===== config.mk =====
export PLATFORM = sky130hd
export DESIGN_NAME = cmpt_core_memory_pattern_tester
export DESIGN_NICKNAME = d
export VERILOG_FILES = /design/src/core/cmpt_pkg.sv /design/src/core/cmpt_acc_if.sv /design/src/core/cmpt_core_memory_pattern_tester.sv /design/src/core/cmpt_err_report.sv /design/src/core/cmpt_mem_port.sv
export SDC_FILE = /design/constraint.sdc
export NUM_CORES = 1
export LEC_CHECK = 0
export ABC_AREA = 1
export BUFFER_PORTS_ARGS = -buffer_cell sky130_fd_sc_hd__buf_2
export CAP_MARGIN = 40
export CORE_MARGIN = 2
export CORE_UTILIZATION = 52
export CTS_BUF_LIST = sky130_fd_sc_hd__clkbuf_8
export CTS_CLUSTER_DIAMETER = 60
export DETAILED_ROUTE_END_ITERATION = 7
export PLACE_DENSITY = 0.73
export SYNTH_ARGS = -nofsm -noshare
export SYNTH_HDL_FRONTEND = slang
export SYNTH_HIERARCHICAL = 1
export SYNTH_SLANG_ARGS = --single-unit
export TNS_END_PERCENT = 100

===== constraint.sdc =====
create_clock -name sys_clk_i -period 6.92 [get_ports sys_clk_i]
set_input_delay 1.038 -clock sys_clk_i [delete_from_list [all_inputs] [get_ports sys_clk_i]]
set_output_delay 1.038 -clock sys_clk_i [all_outputs]
set_load 0.02 [all_outputs]

===== src/core/cmpt_pkg.sv =====
// Shared constants, types and helpers for the core memory pattern tester.
`default_nettype none

package cmpt_pkg;

	// -------------------------------------------------------------------------
	// Widths and data constants
	// -------------------------------------------------------------------------
	localparam int unsigned ADDR_W = 16;            // Word address width.
	localparam int unsigned DATA_W = 16;            // Data word width, all bits exercised.
	localparam int unsigned CNT_W  = 16;            // Error counter width.
	localparam logic [DATA_W-1:0] ALL_ONES  = 16'hFFFF; // The minus-one word.
	localparam logic [DATA_W-1:0] ALL_ZEROS = 16'h0000; // The zero word.
	localparam logic [ADDR_W-1:0] TRAP_LIMIT = 16'h0040; // Lowest address the address test may use.
	localparam int unsigned NOISE_BIT_A = 3;         // First address bit of the noise split.
	localparam int unsigned NOISE_BIT_B = 9;         // Second address bit of the noise split.

	// -------------------------------------------------------------------------
	// Test selection codes
	// -------------------------------------------------------------------------
	localparam logic [1:0] TEST_ADDR_DOWN = 2'h0;    // Descending address-in-location.
	localparam logic [1:0] TEST_UNIQUE    = 2'h1;    // Unique address selection.
	localparam logic [1:0] TEST_PATTERN   = 2'h2;    // Fixed pattern list.
	localparam logic [1:0] TEST_NOISE     = 2'h3;    // Worst case noise.

	// -------------------------------------------------------------------------
	// Pattern list and reset values
	// -------------------------------------------------------------------------
	localparam logic [2:0] PAT_LAST = 3'h5;          // Index of the last pattern.
	localparam logic [2:0] PAT_RST  = 3'h0;          // Pattern index after reset.
	localparam logic [CNT_W-1:0] CNT_MAX = 16'hFFFF; // Error counter saturates here.

	// Sequencer states.
	typedef enum logic [3:0] {
		ST_IDLE, ST_AD_WR, ST_AD_RD, ST_UA_FILL, ST_UA_WR, ST_UA_RD, ST_UA_CHK,
		ST_UA_RST, ST_PT_WR, ST_PT_RD, ST_NZ_LOAD, ST_NZ_R1, ST_NZ_C1, ST_NZ_R2,
		ST_NZ_C2, ST_HALT
	} cmpt_state_t;

	// Fixed pattern for a list index.
	function automatic logic [DATA_W-1:0] pattern_of(input logic [2:0] idx);
		case (idx)
			3'h0:    pattern_of = 16'h0000;
			3'h1:    pattern_of = 16'hFFFF;
			3'h2:    pattern_of = 16'h5555;
			3'h3:    pattern_of = 16'hAAAA;
			3'h4:    pattern_of = 16'h3333;
			default: pattern_of = 16'hCCCC;
		endcase
	endfunction : pattern_of

	// Noise load value: part zero puts ones where the two bits differ.
	function automatic logic [DATA_W-1:0] noise_value(input logic [ADDR_W-1:0] a,
		input logic part);
		noise_value = ((a[NOISE_BIT_A] ^ a[NOISE_BIT_B]) ^ part) ? ALL_ONES : ALL_ZEROS;
	endfunction : noise_value

	// Lower bound of the address test: never below the trap area.
	function automatic logic [ADDR_W-1:0] floor_lo(input logic [ADDR_W-1:0] lo);
		floor_lo = (lo < TRAP_LIMIT) ? TRAP_LIMIT : lo;
	endfunction : floor_lo

endpackage : cmpt_pkg

`default_nettype wire


===== src/core/cmpt_acc_if.sv =====
// Interface between the sequencer and the memory access port.
`timescale 1ns/10ps
`default_nettype none

interface cmpt_acc_if;
	logic                        go;    // One-cycle request to start an access.
	logic                        we;    // High for a write.
	logic [cmpt_pkg::ADDR_W-1:0] addr;  // Word address.
	logic [cmpt_pkg::DATA_W-1:0] wdata; // Write data.
	logic                        ready; // Port idle, a request may start.
	logic                        done;  // One-cycle pulse, access finished.
	logic [cmpt_pkg::DATA_W-1:0] rdata; // Read data, valid with done.

	modport seq  (output go, we, addr, wdata, input ready, done, rdata);
	modport port (input go, we, addr, wdata, output ready, done, rdata);
endinterface : cmpt_acc_if

`default_nettype wire


===== src/core/cmpt_core_memory_pattern_tester.sv =====
// Top of the core memory pattern tester: test sequencer and reporting.
`timescale 1ns/10ps
`default_nettype none

module cmpt_core_memory_pattern_tester (
	// Clock, reset and clock enable.
	input  wire logic                        sys_clk_i,
	input  wire logic                        rst_n_i,
	input  wire logic                        clk_en_i,
	// Test control.
	input  wire logic                        run_i,
	input  wire logic [1:0]                  test_sel_i,
	input  wire logic [cmpt_pkg::ADDR_W-1:0] zone_lo_i,
	input  wire logic [cmpt_pkg::ADDR_W-1:0] zone_hi_i,
	// Status.
	output var  logic                        busy_o,
	output var  logic                        halted_o,
	output var  logic                        phase_o,
	output var  logic [1:0]                  test_o,
	output var  logic                        pass_done_o,
	// Error report.
	output var  logic                        err_o,
	output var  logic                        err_ones_o,
	output var  logic                        err_zeros_o,
	output var  logic [cmpt_pkg::ADDR_W-1:0] err_addr_o,
	output var  logic [cmpt_pkg::DATA_W-1:0] err_exp_o,
	output var  logic [cmpt_pkg::DATA_W-1:0] err_got_o,
	output var  logic [cmpt_pkg::CNT_W-1:0]  err_count_o,
	// Memory port.
	output var  logic                        mem_req_o,
	output var  logic                        mem_we_o,
	output var  logic [cmpt_pkg::ADDR_W-1:0] mem_addr_o,
	output var  logic [cmpt_pkg::DATA_W-1:0] mem_wdata_o,
	input  wire logic [cmpt_pkg::DATA_W-1:0] mem_rdata_i,
	input  wire logic                        mem_done_i
);

	// -------------------------------------------------------------------------
	// Sequencer state
	// -------------------------------------------------------------------------
	cmpt_pkg::cmpt_state_t       state_r, state_nxt;   // Sequencer state.
	logic [cmpt_pkg::ADDR_W-1:0] addr_r, addr_nxt;     // Scan address.
	logic [cmpt_pkg::ADDR_W-1:0] loc_r, loc_nxt;       // Unique test location pointer.
	logic [cmpt_pkg::ADDR_W-1:0] lo_r, lo_nxt;         // Zone bottom for this run.
	logic [cmpt_pkg::ADDR_W-1:0] hi_r, hi_nxt;         // Zone top for this run.
	logic [1:0]                  sel_r, sel_nxt;       // Selected test.
	logic [2:0]                  pat_r, pat_nxt;       // Pattern list index.
	logic                        phase_r, phase_nxt;   // Phase or noise part flag.
	logic                        pend_r, pend_nxt;     // An access is outstanding.
	logic                        pass_nxt;             // A full pass ends now.

	cmpt_acc_if acc ();                                // Access request carrier.

	// -------------------------------------------------------------------------
	// Access decode
	// -------------------------------------------------------------------------
	wire st_ad_wr  = (state_r == cmpt_pkg::ST_AD_WR);
	wire st_ad_rd  = (state_r == cmpt_pkg::ST_AD_RD);
	wire st_ua_fl  = (state_r == cmpt_pkg::ST_UA_FILL);
	wire st_ua_wr  = (state_r == cmpt_pkg::ST_UA_WR);
	wire st_ua_rd  = (state_r == cmpt_pkg::ST_UA_RD);
	wire st_ua_ck  = (state_r == cmpt_pkg::ST_UA_CHK);
	wire st_ua_rs  = (state_r == cmpt_pkg::ST_UA_RST);
	wire st_pt_wr  = (state_r == cmpt_pkg::ST_PT_WR);
	wire st_pt_rd  = (state_r == cmpt_pkg::ST_PT_RD);
	wire st_nz_ld  = (state_r == cmpt_pkg::ST_NZ_LOAD);
	wire st_nz_r1  = (state_r == cmpt_pkg::ST_NZ_R1);
	wire st_nz_c1  = (state_r == cmpt_pkg::ST_NZ_C1);
	wire st_nz_r2  = (state_r == cmpt_pkg::ST_NZ_R2);
	wire st_nz_c2  = (state_r == cmpt_pkg::ST_NZ_C2);

	// Background of the unique test: ones in phase zero, zeros after.
	wire [cmpt_pkg::DATA_W-1:0] bg = phase_r ? cmpt_pkg::ALL_ZEROS : cmpt_pkg::ALL_ONES;
	// Noise value loaded at the scan address for the current part.
	wire [cmpt_pkg::DATA_W-1:0] nv = cmpt_pkg::noise_value(addr_r, phase_r);
	// Current fixed pattern.
	wire [cmpt_pkg::DATA_W-1:0] pv = cmpt_pkg::pattern_of(pat_r);
	// Lowest address the address test may touch.
	wire [cmpt_pkg::ADDR_W-1:0] ad_lo = cmpt_pkg::floor_lo(lo_r);

	wire at_top  = (addr_r == hi_r);                   // Scan reached the zone top.
	wire at_loc  = (addr_r == loc_r);                  // Scan is on the test location.
	wire is_read = st_ad_rd | st_ua_rd | st_ua_ck | st_pt_rd | st_nz_r1 | st_nz_r2;
	wire is_wr   = st_ad_wr | st_ua_fl | st_ua_wr | st_ua_rs | st_pt_wr | st_nz_ld
	             | st_nz_c1 | st_nz_c2;
	wire use_loc = st_ua_wr | st_ua_rd | st_ua_rs;     // Access aims at the pointer.

	// Write data for each writing state.
	wire [cmpt_pkg::DATA_W-1:0] wdata =
		st_ad_wr            ? addr_r :
		(st_ua_fl|st_ua_rs) ? bg :
		st_ua_wr            ? ~bg :
		st_pt_wr            ? pv :
		st_nz_c1            ? ~nv :
		nv;

	// Expected data for each checking read.
	wire [cmpt_pkg::DATA_W-1:0] exp_data =
		st_ad_rd ? addr_r :
		st_ua_rd ? ~bg :
		st_ua_ck ? (at_loc ? ~bg : bg) :
		st_pt_rd ? pv :
		nv;
	// The second noise read is a stress read and is not compared.
	wire checks   = st_ad_rd | st_ua_rd | st_ua_ck | st_pt_rd | st_nz_r1;
	wire mismatch = acc.done & pend_r & checks & (acc.rdata != exp_data);

	// One access at a time: start only when idle and nothing outstanding.
	assign acc.go    = (is_read | is_wr) & acc.ready & ~pend_r & run_i;
	assign acc.we    = is_wr;
	assign acc.addr  = use_loc ? loc_r : addr_r;
	assign acc.wdata = wdata;

	wire step = acc.done & pend_r;                     // Current access finished.

	// -------------------------------------------------------------------------
	// Next-state logic
	// -------------------------------------------------------------------------
	// Every state that touches memory advances only on its own completion,
	// so a slow memory stretches the sequence but never reorders it.
	always_comb
	begin
		state_nxt = state_r;
		addr_nxt  = addr_r;
		loc_nxt   = loc_r;
		lo_nxt    = lo_r;
		hi_nxt    = hi_r;
		sel_nxt   = sel_r;
		pat_nxt   = pat_r;
		phase_nxt = phase_r;
		pass_nxt  = 1'b0;
		pend_nxt  = acc.go ? 1'b1 : (step ? 1'b0 : pend_r);
		if (!run_i)
		begin
			// Dropping run abandons the test; a stray completion is ignored.
			state_nxt = cmpt_pkg::ST_IDLE;
			pend_nxt  = 1'b0;
		end
		else
		begin
			case (state_r)
				cmpt_pkg::ST_IDLE:
				begin
					// Zone and test are sampled once at start.
					sel_nxt   = test_sel_i;
					lo_nxt    = zone_lo_i;
					hi_nxt    = zone_hi_i;
					pat_nxt   = cmpt_pkg::PAT_RST;
					phase_nxt = 1'b0;
					addr_nxt  = zone_lo_i;
					loc_nxt   = zone_lo_i;
					case (test_sel_i)
						cmpt_pkg::TEST_ADDR_DOWN:
						begin
							addr_nxt  = zone_hi_i;
							state_nxt = cmpt_pkg::ST_AD_WR;
						end
						cmpt_pkg::TEST_UNIQUE:  state_nxt = cmpt_pkg::ST_UA_FILL;
						cmpt_pkg::TEST_PATTERN: state_nxt = cmpt_pkg::ST_PT_WR;
						default:                state_nxt = cmpt_pkg::ST_NZ_LOAD;
					endcase
				end
				cmpt_pkg::ST_AD_WR:
					if (step)
					begin
						if (addr_r == ad_lo)
							state_nxt = cmpt_pkg::ST_AD_RD;
						else
							addr_nxt = addr_r - 16'h0001;
					end
				cmpt_pkg::ST_AD_RD:
					if (step)
					begin
						if (mismatch)
							state_nxt = cmpt_pkg::ST_HALT;
						else if (at_top)
						begin
							pass_nxt  = 1'b1;
							addr_nxt  = hi_r;
							state_nxt = cmpt_pkg::ST_AD_WR;
						end
						else
							addr_nxt = addr_r + 16'h0001;
					end
				cmpt_pkg::ST_UA_FILL:
					if (step)
					begin
						if (at_top)
							state_nxt = cmpt_pkg::ST_UA_WR;
						else
							addr_nxt = addr_r + 16'h0001;
					end
				cmpt_pkg::ST_UA_WR:
					if (step)
						state_nxt = cmpt_pkg::ST_UA_RD;
				cmpt_pkg::ST_UA_RD:
					if (step)
					begin
						addr_nxt  = lo_r;
						state_nxt = cmpt_pkg::ST_UA_CHK;
					end
				cmpt_pkg::ST_UA_CHK:
					if (step)
					begin
						if (at_top)
							state_nxt = cmpt_pkg::ST_UA_RST;
						else
							addr_nxt = addr_r + 16'h0001;
					end
				cmpt_pkg::ST_UA_RST:
					// Restoring the background keeps the next field check honest.
					if (step)
					begin
						if (loc_r == hi_r)
						begin
							loc_nxt   = lo_r;
							addr_nxt  = lo_r;
							phase_nxt = ~phase_r;
							pass_nxt  = phase_r;
							state_nxt = cmpt_pkg::ST_UA_FILL;
						end
						else
						begin
							loc_nxt   = loc_r + 16'h0001;
							state_nxt = cmpt_pkg::ST_UA_WR;
						end
					end
				cmpt_pkg::ST_PT_WR:
					if (step)
					begin
						if (at_top)
						begin
							addr_nxt  = lo_r;
							state_nxt = cmpt_pkg::ST_PT_RD;
						end
						else
							addr_nxt = addr_r + 16'h0001;
					end
				cmpt_pkg::ST_PT_RD:
					if (step)
					begin
						if (at_top)
						begin
							addr_nxt  = lo_r;
							pass_nxt  = (pat_r == cmpt_pkg::PAT_LAST);
							pat_nxt   = (pat_r == cmpt_pkg::PAT_LAST) ?
							            cmpt_pkg::PAT_RST : pat_r + 3'h1;
							state_nxt = cmpt_pkg::ST_PT_WR;
						end
						else
							addr_nxt = addr_r + 16'h0001;
					end
				cmpt_pkg::ST_NZ_LOAD:
					if (step)
					begin
						if (at_top)
						begin
							addr_nxt  = lo_r;
							state_nxt = cmpt_pkg::ST_NZ_R1;
						end
						else
							addr_nxt = addr_r + 16'h0001;
					end
				cmpt_pkg::ST_NZ_R1:
					if (step)
						state_nxt = cmpt_pkg::ST_NZ_C1;
				cmpt_pkg::ST_NZ_C1:
					if (step)
						state_nxt = cmpt_pkg::ST_NZ_R2;
				cmpt_pkg::ST_NZ_R2:
					if (step)
						state_nxt = cmpt_pkg::ST_NZ_C2;
				cmpt_pkg::ST_NZ_C2:
					if (step)
					begin
						if (at_top)
						begin
							addr_nxt  = lo_r;
							phase_nxt = ~phase_r;
							pass_nxt  = phase_r;
							state_nxt = cmpt_pkg::ST_NZ_LOAD;
						end
						else
						begin
							addr_nxt  = addr_r + 16'h0001;
							state_nxt = cmpt_pkg::ST_NZ_R1;
						end
					end
				cmpt_pkg::ST_HALT:
					state_nxt = cmpt_pkg::ST_HALT;
				default:
					state_nxt = cmpt_pkg::ST_IDLE;
			endcase
		end
	end

	// -------------------------------------------------------------------------
	// State registers
	// -------------------------------------------------------------------------
	// Status outputs are registered from the next values so that they line up
	// with the state they describe.
	always_ff @(posedge sys_clk_i or negedge rst_n_i)
	begin
		if (!rst_n_i)
		begin
			state_r     <= cmpt_pkg::ST_IDLE;
			addr_r      <= '0;
			loc_r       <= '0;
			lo_r        <= '0;
			hi_r        <= '0;
			sel_r       <= cmpt_pkg::TEST_ADDR_DOWN;
			pat_r       <= cmpt_pkg::PAT_RST;
			phase_r     <= 1'b0;
			pend_r      <= 1'b0;
			busy_o      <= 1'b0;
			halted_o    <= 1'b0;
			phase_o     <= 1'b0;
			test_o      <= cmpt_pkg::TEST_ADDR_DOWN;
			pass_done_o <= 1'b0;
		end
		else if (clk_en_i)
		begin
			state_r     <= state_nxt;
			addr_r      <= addr_nxt;
			loc_r       <= loc_nxt;
			lo_r        <= lo_nxt;
			hi_r        <= hi_nxt;
			sel_r       <= sel_nxt;
			pat_r       <= pat_nxt;
			phase_r     <= phase_nxt;
			pend_r      <= pend_nxt;
			busy_o      <= (state_nxt != cmpt_pkg::ST_IDLE);
			halted_o    <= (state_nxt == cmpt_pkg::ST_HALT);
			phase_o     <= phase_nxt;
			test_o      <= sel_nxt;
			pass_done_o <= pass_nxt;
		end
	end

	// -------------------------------------------------------------------------
	// Submodules
	// -------------------------------------------------------------------------
	cmpt_mem_port u_port (
		.sys_clk_i   (sys_clk_i),
		.rst_n_i     (rst_n_i),
		.clk_en_i    (clk_en_i),
		.acc         (acc),
		.mem_req_o   (mem_req_o),
		.mem_we_o    (mem_we_o),
		.mem_addr_o  (mem_addr_o),
		.mem_wdata_o (mem_wdata_o),
		.mem_rdata_i (mem_rdata_i),
		.mem_done_i  (mem_done_i)
	);

	// The error count restarts each time a test is started from idle.
	cmpt_err_report u_err (
		.sys_clk_i   (sys_clk_i),
		.rst_n_i     (rst_n_i),
		.clk_en_i    (clk_en_i),
		.clear_i     ((state_r == cmpt_pkg::ST_IDLE) & run_i),
		.err_i       (mismatch),
		.addr_i      (acc.addr),
		.exp_i       (exp_data),
		.got_i       (acc.rdata),
		.err_o       (err_o),
		.err_ones_o  (err_ones_o),
		.err_zeros_o (err_zeros_o),
		.err_addr_o  (err_addr_o),
		.err_exp_o   (err_exp_o),
		.err_got_o   (err_got_o),
		.err_count_o (err_count_o)
	);

endmodule : cmpt_core_memory_pattern_tester

`default_nettype wire


===== src/core/cmpt_err_report.sv =====
// Error capture and classification for the core memory pattern tester.
`timescale 1ns/10ps
`default_nettype none

module cmpt_err_report (
	// Clock and reset.
	input  wire logic                        sys_clk_i,
	input  wire logic                        rst_n_i,
	input  wire logic                        clk_en_i,
	// Error event from the sequencer.
	input  wire logic                        clear_i,
	input  wire logic                        err_i,
	input  wire logic [cmpt_pkg::ADDR_W-1:0] addr_i,
	input  wire logic [cmpt_pkg::DATA_W-1:0] exp_i,
	input  wire logic [cmpt_pkg::DATA_W-1:0] got_i,
	// Report.
	output var  logic                        err_o,
	output var  logic                        err_ones_o,
	output var  logic                        err_zeros_o,
	output var  logic [cmpt_pkg::ADDR_W-1:0] err_addr_o,
	output var  logic [cmpt_pkg::DATA_W-1:0] err_exp_o,
	output var  logic [cmpt_pkg::DATA_W-1:0] err_got_o,
	output var  logic [cmpt_pkg::CNT_W-1:0]  err_count_o
);
	wire from_ones  = err_i & (exp_i == cmpt_pkg::ALL_ONES);  // Disturbed minus-one.
	wire from_zeros = err_i & (exp_i == cmpt_pkg::ALL_ZEROS); // Disturbed zero.
	wire sat        = (err_count_o == cmpt_pkg::CNT_MAX);     // Counter is full.

	// An error in the clearing cycle still counts, so the set wins.
	always_ff @(posedge sys_clk_i or negedge rst_n_i)
	begin
		if (!rst_n_i)
		begin
			err_o       <= 1'b0;
			err_ones_o  <= 1'b0;
			err_zeros_o <= 1'b0;
			err_addr_o  <= '0;
			err_exp_o   <= '0;
			err_got_o   <= '0;
			err_count_o <= '0;
		end
		else if (clk_en_i)
		begin
			err_o       <= err_i;
			err_ones_o  <= from_ones;
			err_zeros_o <= from_zeros;
			if (err_i)
			begin
				err_addr_o <= addr_i;
				err_exp_o  <= exp_i;
				err_got_o  <= got_i;
			end
			if (clear_i)
				err_count_o <= err_i ? 16'h0001 : 16'h0000;
			else if (err_i && !sat)
				err_count_o <= err_count_o + 16'h0001;
		end
	end
endmodule : cmpt_err_report

`default_nettype wire


===== src/core/cmpt_mem_port.sv =====
// Single-outstanding memory access port with registered memory pins.
`timescale 1ns/10ps
`default_nettype none

module cmpt_mem_port (
	// Clock and reset.
	input  wire logic                        sys_clk_i,
	input  wire logic                        rst_n_i,
	input  wire logic                        clk_en_i,
	// Sequencer side.
	cmpt_acc_if.port                         acc,
	// Memory side.
	output var  logic                        mem_req_o,
	output var  logic                        mem_we_o,
	output var  logic [cmpt_pkg::ADDR_W-1:0] mem_addr_o,
	output var  logic [cmpt_pkg::DATA_W-1:0] mem_wdata_o,
	input  wire logic [cmpt_pkg::DATA_W-1:0] mem_rdata_i,
	input  wire logic                        mem_done_i
);
	logic                        done_r;  // Completion pulse.
	logic [cmpt_pkg::DATA_W-1:0] rdata_r; // Captured read word.

	// A new request is taken only while nothing is outstanding.
	assign acc.ready = ~mem_req_o;
	assign acc.done  = done_r;
	assign acc.rdata = rdata_r;

	// The request stands until the memory reports completion.
	always_ff @(posedge sys_clk_i or negedge rst_n_i)
	begin
		if (!rst_n_i)
		begin
			mem_req_o   <= 1'b0;
			mem_we_o    <= 1'b0;
			mem_addr_o  <= '0;
			mem_wdata_o <= '0;
			done_r      <= 1'b0;
			rdata_r     <= '0;
		end
		else if (clk_en_i)
		begin
			done_r <= mem_req_o & mem_done_i;
			if (mem_req_o && mem_done_i)
			begin
				mem_req_o <= 1'b0;
				rdata_r   <= mem_rdata_i;
			end
			else if (!mem_req_o && acc.go)
			begin
				mem_req_o   <= 1'b1;
				mem_we_o    <= acc.we;
				mem_addr_o  <= acc.addr;
				mem_wdata_o <= acc.wdata;
			end
		end
	end
endmodule : cmpt_mem_port

`default_nettype wire


* Yosys cells after proc, flatten, opt, wreduce, memory -nomap -nowiden
Cells that the tools add are included.
W data, S select, Z words.
** Word-level totals
- Flip-flop bits (word level) :: 196
- Input bits :: 55
- Output and inout bits :: 107
** Cells by class
- $add $sub $neg :: 5
- Bitwise gates (word level) :: 34
- Muxes and demuxes :: 87
- Eq/ne operators :: 45
- Magnitude comparators :: 1
- Reduce and logical (&&, ||, !) cells :: 29
** Operator list (number)
- $mux W16 :: 31
- $pmux W16 S7 :: 1
- $mux W4 :: 23
- $pmux W16 S5 :: 1
- $eq A16 B16 Y1 :: 4
- $pmux W4 S16 :: 1
- $add A16 B1 Y16 const B :: 3
- $eq A4 B4 Y1 const B :: 9
- $eq A16 B16 Y1 const B :: 2
- $not A16 Y16 :: 2
- $pmux W16 S2 :: 1
- $ne A2 B1 Y1 const B :: 11
- $mux W1 :: 21
- $eq A4 B3 Y1 const B :: 4
- $logic_not A16 Y1 :: 1
- $lt A16 B7 Y1 const B :: 1
- $ne A16 B16 Y1 :: 1
- $or A1 B1 Y1 :: 16
- $sub A16 B1 Y16 const B :: 1
- $reduce_and A13 Y1 :: 1
- $mux W3 :: 4
- $pmux W4 S3 :: 1
- $and A1 B1 Y1 :: 10
- $reduce_and A2 Y1 :: 5
- other kinds (30) :: 46

* Logic depth before layout (Yosys ltp)
- Depth after elaboration :: 15
- Gate-level depth with buffers :: 28

* By module
Netlist, hierarchy kept.
** By module, submodules not included
- cmpt_core_memory_pattern_tester :: cells an instance 1175, area each 7474.7 sq um, times used 1
- cmpt_err_report :: cells an instance 383, area each 3078.0 sq um, times used 1
- cmpt_mem_port :: cells an instance 227, area each 2154.6 sq um, times used 1

* Worst setup path before layout
OpenSTA, ideal clock, no wires.
- Path type :: register -> register
- From :: reg addr_r[3] in the netlist's numbering
- To :: reg u_err.err_ones_o
- Cell stages (with the launch flop) :: 26
- Path buffers :: 1
- Library setup time :: 0.076 ns
- Arrival :: 2.559 ns
- Required time :: 6.844 ns
- Setup slack :: 4.285 ns
- Cells stage by stage :: dfrtp_1 -> buf_2 -> nand2_1 -> nand2_1 -> nor2_1 -> nand2_1 -> nor2_1 -> nand2_1 -> nand2_1 -> nand3_2 -> nand2_2 -> nand2_4 -> nand3_1 -> nand2_1 -> nand2_1 -> nor2_1 -> nand2_1 -> nor2_1 -> nand2_1 -> nand2_1 -> inv_1 -> nand2_4 -> inv_2 -> nand2_1 -> or3_1 -> o21ai_1
** Between the ends
- Cells in the longest elaborated chain, start to end :: 10
- Elaborated cells on any way between the ends :: 13
- Those cells by class :: eq/ne (3); mux (6); bitwise (4)
** RTL lines
- from (decl) :: line cmpt_core_memory_pattern_tester.sv:42 : logic [cmpt_pkg::ADDR_W-1:0] addr_r, addr_nxt;
- from (signal assigned) :: line cmpt_core_memory_pattern_tester.sv:324 : addr_r <= addr_nxt;
- $xor A1 B1 Y1 (2 in a row) :: line cmpt_pkg.sv:55 : noise_value = ((a[NOISE_BIT_A] ^ a[NOISE_BIT_B]) ^ part) ? ALL_ONES : ALL_ZEROS;
- $mux W16 :: line cmpt_pkg.sv:55
- $mux W16 :: line cmpt_core_memory_pattern_tester.sv:102 : st_pt_rd ? pv :
- $mux W16 :: line cmpt_core_memory_pattern_tester.sv:101 : st_ua_ck ? (at_loc ? ~bg : bg) :
- $mux W16 :: line cmpt_core_memory_pattern_tester.sv:100 : st_ua_rd ? ~bg :
- $mux W16 (*) :: line cmpt_core_memory_pattern_tester.sv:99 : st_ad_rd ? addr_r :
- $ne A16 B16 Y1 (*) :: line cmpt_core_memory_pattern_tester.sv:106 : wire mismatch = acc.done & pend_r & checks & (acc.rdata != exp_data);
- $and A1 B1 Y1 (*) :: line cmpt_core_memory_pattern_tester.sv:106
- via mismatch :: line cmpt_core_memory_pattern_tester.sv:106
- $and A1 B1 Y1 (*) :: line cmpt_err_report.sv:25 : wire from_ones = err_i & (exp_i == cmpt_pkg::ALL_ONES);
- to (signal assigned) :: line cmpt_err_report.sv:45 : err_ones_o <= from_ones;
- to (decl) :: line cmpt_err_report.sv:18 : output var logic err_ones_o,
The timed path passes the listed nets; every way through them passes the cells marked *.
A chain may end at the register's enable or synchronous reset.

* Worst setup path in the final report
- From :: reg addr_r[3] in the netlist's numbering
- To :: reg u_err/err_count_o[10] in the netlist's numbering
** Between the ends
- Cells in the longest elaborated chain, start to end :: 12
- Elaborated cells on any way between the ends :: 14
- Those cells by class :: eq/ne (2); mux (6); bitwise (3); reduce/logical (3)
** RTL lines
- $xor A1 B1 Y1 (2 in a row) :: line cmpt_pkg.sv:55
- $mux W16 :: line cmpt_pkg.sv:55
- $mux W16 :: line cmpt_core_memory_pattern_tester.sv:102
- $mux W16 :: line cmpt_core_memory_pattern_tester.sv:101
- $mux W16 :: line cmpt_core_memory_pattern_tester.sv:100
- $mux W16 (*) :: line cmpt_core_memory_pattern_tester.sv:99
- $ne A16 B16 Y1 (*) :: line cmpt_core_memory_pattern_tester.sv:106
- $and A1 B1 Y1 (*) :: line cmpt_core_memory_pattern_tester.sv:106
- via mismatch :: line cmpt_core_memory_pattern_tester.sv:106
- $logic_and A1 B1 Y1 (*) :: line cmpt_err_report.sv:55 : else if (err_i && !sat)
- $reduce_bool A2 Y1 (no line) (*)
- $reduce_and A2 Y1 (no line) (*)
- to (signal assigned) :: line cmpt_err_report.sv:54 : err_count_o <= err_i ? 16'h0001 : 16'h0000;
- to (signal assigned) :: line cmpt_err_report.sv:56 : err_count_o <= err_count_o + 16'h0001;
- to (decl) :: line cmpt_err_report.sv:23 : output var logic [cmpt_pkg::CNT_W-1:0] err_count_o
Marked as above.

==> impl_metrics.env <==
export IMPL_yosys_top_cells_count="nand2_1, dfrtp_1, inv_1, nor2_1, o21ai_0"
export IMPL_worst_pin_slew_ns=0.848
export IMPL_skew_ns=0.0243
export IMPL_rsz0062_at_grt="no"
export IMPL_coreArea_um2=24200
export IMPL_rows=57
export IMPL_startpoint_type="flop"
export IMPL_die_w_um=160
export IMPL_design_area_um2=14200
export IMPL_post_route_period_util=0.641
export IMPL_syn_nets=1845
export IMPL_max_vdd_ir_drop_v=0.000184
export IMPL_dp_final_hpwl_mm=31.5
export IMPL_initial_core_util=0.526
export IMPL_yosysMostFrequentCell="nand2_1"
export IMPL_netlist_area_um2=12700
export IMPL_cts_tree="built"
export IMPL_drcViolationCount=0
export IMPL_detailed_place_area_um2=13800
export IMPL_path_max_fanout=64
export IMPL_synthCells=1785
export IMPL_wl_per_cell_um=18.7
export IMPL_yosysWarnings=6
export IMPL_cts_max_path_buffers=2
export IMPL_slowest_stage="inv_2"
export IMPL_yosysTopAreaCell="dfrtp_1"
export IMPL_crit_type="reg -> reg"
export IMPL_numPortBuffers=161
export IMPL_synth_cell_types=61
export IMPL_power_total_mw=6.32
export IMPL_timing_rr_start="addr_r[3]"
export IMPL_area_growth_pct=11.8
export IMPL_power_density_nw_per_um2=445
export IMPL_status="finished clean"
export IMPL_ys_ff_latch=196
export IMPL_crit_start="addr_r[3]"
export IMPL_cpPeakStageDelay_ns=0.67
export IMPL_drive_gt1_frac=0.159
export IMPL_cts_resized=0
export IMPL_end_kind="flop"
export IMPL_post_cts_setup_buffer_count=0
export IMPL_ios=162
export IMPL_die_h_um=160
export IMPL_hold_class="reg -> reg"
export IMPL_cts_buffers=17
export IMPL_gp_congestion=1.01
export IMPL_whs_path_depth=2
export IMPL_syn_avg_cell_area_um2=7.12
export IMPL_grt_pass1_wl_mm=66.3
export IMPL_timing_rr_end="u_err/err_count_o[10]"
export IMPL_synth_edf_count=0
export IMPL_totalWireLength_mm=41.9
export IMPL_synth_top_area_frac=0.386
export IMPL_ant_nets=0
export IMPL_worstPathRequired_ns=7.37
export IMPL_setup_violations_final=0
export IMPL_fmax_ghz=0.226
export IMPL_synthTopCellsByArea="dfrtp_1, nand2_1, o21ai_0, inv_1, nand4_1"
export IMPL_synthArstFlopShare=1.00
export IMPL_cts_reportedPaths_clkPinSlew_ns=0.14
export IMPL_grt_max_degree=65
export IMPL_cts_root_buf="clkbuf_8"
export IMPL_diodes=0
export IMPL_cts_sinks=196
export IMPL_clk_latency_ns=0.50
export IMPL_p_leak_nw=7.29
export IMPL_slew_headroom=0.431
export IMPL_final_nets=1962
export IMPL_cts_hold_buffers=0
export IMPL_hold_violations=0
export IMPL_min_from="u_port/mem_addr_o[10]"
export IMPL_yosysSeqAreaShare=0.386
export IMPL_drv_cap=0
export IMPL_antenna_found_initial=0
export IMPL_grt_use_total=0.326
export IMPL_crit_path_frequent_cell="nand2_1"
export IMPL_htreeDepth=4
export IMPL_worstHoldEndpoint="u_port/mem_addr_o[10]"
export IMPL_grt_pass1_vias=11912
export IMPL_drt_initial_drc_count=1516
export IMPL_ys_flop_type="dfrtp_1"
export IMPL_slew_viol_final=0
export IMPL_fin_crit_ns=4.43
export IMPL_dieArea_um2=25700
export IMPL_fin_util=0.588
export IMPL_worst_ep_arrival_time_ns=4.89
export IMPL_routed_via_density=5.75
export IMPL_grt_overflow=0
export IMPL_vias=12872
export IMPL_rr_worst_depth=26
export IMPL_timing_setup_tns_ns=0
export IMPL_first_pass_iters=8
export IMPL_r2r_slack_ns=2.49
[worst max-delay path by stage]
stage	to	slack, ns
4_1_cts	u_err/err_count_o[10]	2.59
3_5_place_dp	u_err/err_count_o[10]	2.61
6_report	u_err/err_count_o[10]	2.49
2_1_floorplan	u_err/err_ones_o	4.28
5_1_grt	u_err/err_count_o[10]	2.07
3_3_place_gp	u_err/err_count_o[10]	2.66
[flip-flops by register name, summed over array words and instances, names as in the netlist, 16 cells and up]
signal / count
lo_r: 16
hi_r: 16
u_port/mem_wdata_o: 16
u_err/err_count_o: 16
loc_r: 16
u_err/err_exp_o: 16
u_err/err_got_o: 16
u_port/acc.rdata: 16
addr_r: 16
u_port/mem_addr_o: 16
u_err/err_addr_o: 16
[layer usage]
metal | up-vias | part of all wire | global-route usage
li1 | 6125 | - | -
met1 | 5987 | 0.43 | 0.457
met2 | 670 | 0.45 | 0.523
met3 | 90 | 0.084 | 0.0524
met4 | 0 | 0.030 | 0.102
met5 | - | 0 | 0
[cells in the final DEF (no fill, tap or decap), drive strengths merged, types with 3 or more instances in the layout]
cell type / synthesis / final
xor2: 33 / 33
nand2: 588 / 588
clkinv: 3 / 7
a32oi: 6 / 6
ha: 5 / 5
nand3: 73 / 73
nor3b: 3 / 3
mux2: 11 / 11
a211oi: 11 / 11
nor4: 10 / 10
buf: 43 / 179
xnor2: 19 / 19
o211ai: 9 / 9
o31ai: 9 / 9
o221ai: 4 / 4
dfrtp: 196 / 196
o2111ai: 8 / 8
o22ai: 7 / 7
o21bai: 3 / 3
nor3: 33 / 33
nand4: 82 / 82
o21ai: 147 / 147
a221oi: 13 / 13
a21boi: 4 / 4
a21oi: 47 / 47
a31oi: 9 / 9
nor2: 150 / 150
inv: 197 / 206
clkbuf: 39 / 18
a22oi: 7 / 7
[worst max-delay path: cells and delay by family (launching register included)]
family | cells | cell delay [ns]
compound gates | 2 | 0.30
simple gates | 21 | 2.35
buf+inv | 3 | 1.07
flops | 1 | 0.64
[layout make-up]
cell class	count	area, um^2
Fill cell	2295	9970
Multi-Input combinational cell	1307	6620
Sequential cell	196	4900
Timing Repair Buffer	180	1060
Inverter	200	758
Tap cell	324	405
Clock buffer	17	234
Clock inverter	15	218
[power breakdown]
group          internal (mW)  switching, mW  total (mW)  leakage [nW]
sequential              1.53          0.550        2.08          2.53
combinational           1.10           2.29        3.39          4.54
clock                  0.326          0.528       0.853         0.222
total                   2.96           3.37        6.32          7.29
[per-stage QoR]
| stage | std cells | worst slack, ns | hold slack [ns] |
|---|---|---|---|
| 4_1_cts | 2239 | 2.59 | 0.480 |
| 3_5_place_dp | 2207 | 2.61 | 0.454 |
| 3_3_place_gp | 2199 | 2.66 | 0.448 |
| 6_report | 2239 | 2.49 | 0.478 |
| 5_1_grt | 2239 | 2.07 | 0.504 |
| 2_1_floorplan | 1785 | 4.28 | 0.468 |
[logic make-up (layout without fill, tap and decap cells)]
group                      count (synthesis)  after routing  share of synthesized area
buffers and inverters                    282            412                     0.0935
xor gates and xnor gates                  52             52                     0.0358
and+or+nand+nor                          944            944                      0.329
adders and majority gates                  5              5                    0.00492
DFF                                      196            196                      0.386
AOI/OAI and AO/OA                        295            295                      0.141
muxes                                     11             11                    0.00975
No activity file was read; power rests on OpenSTA's default activity.
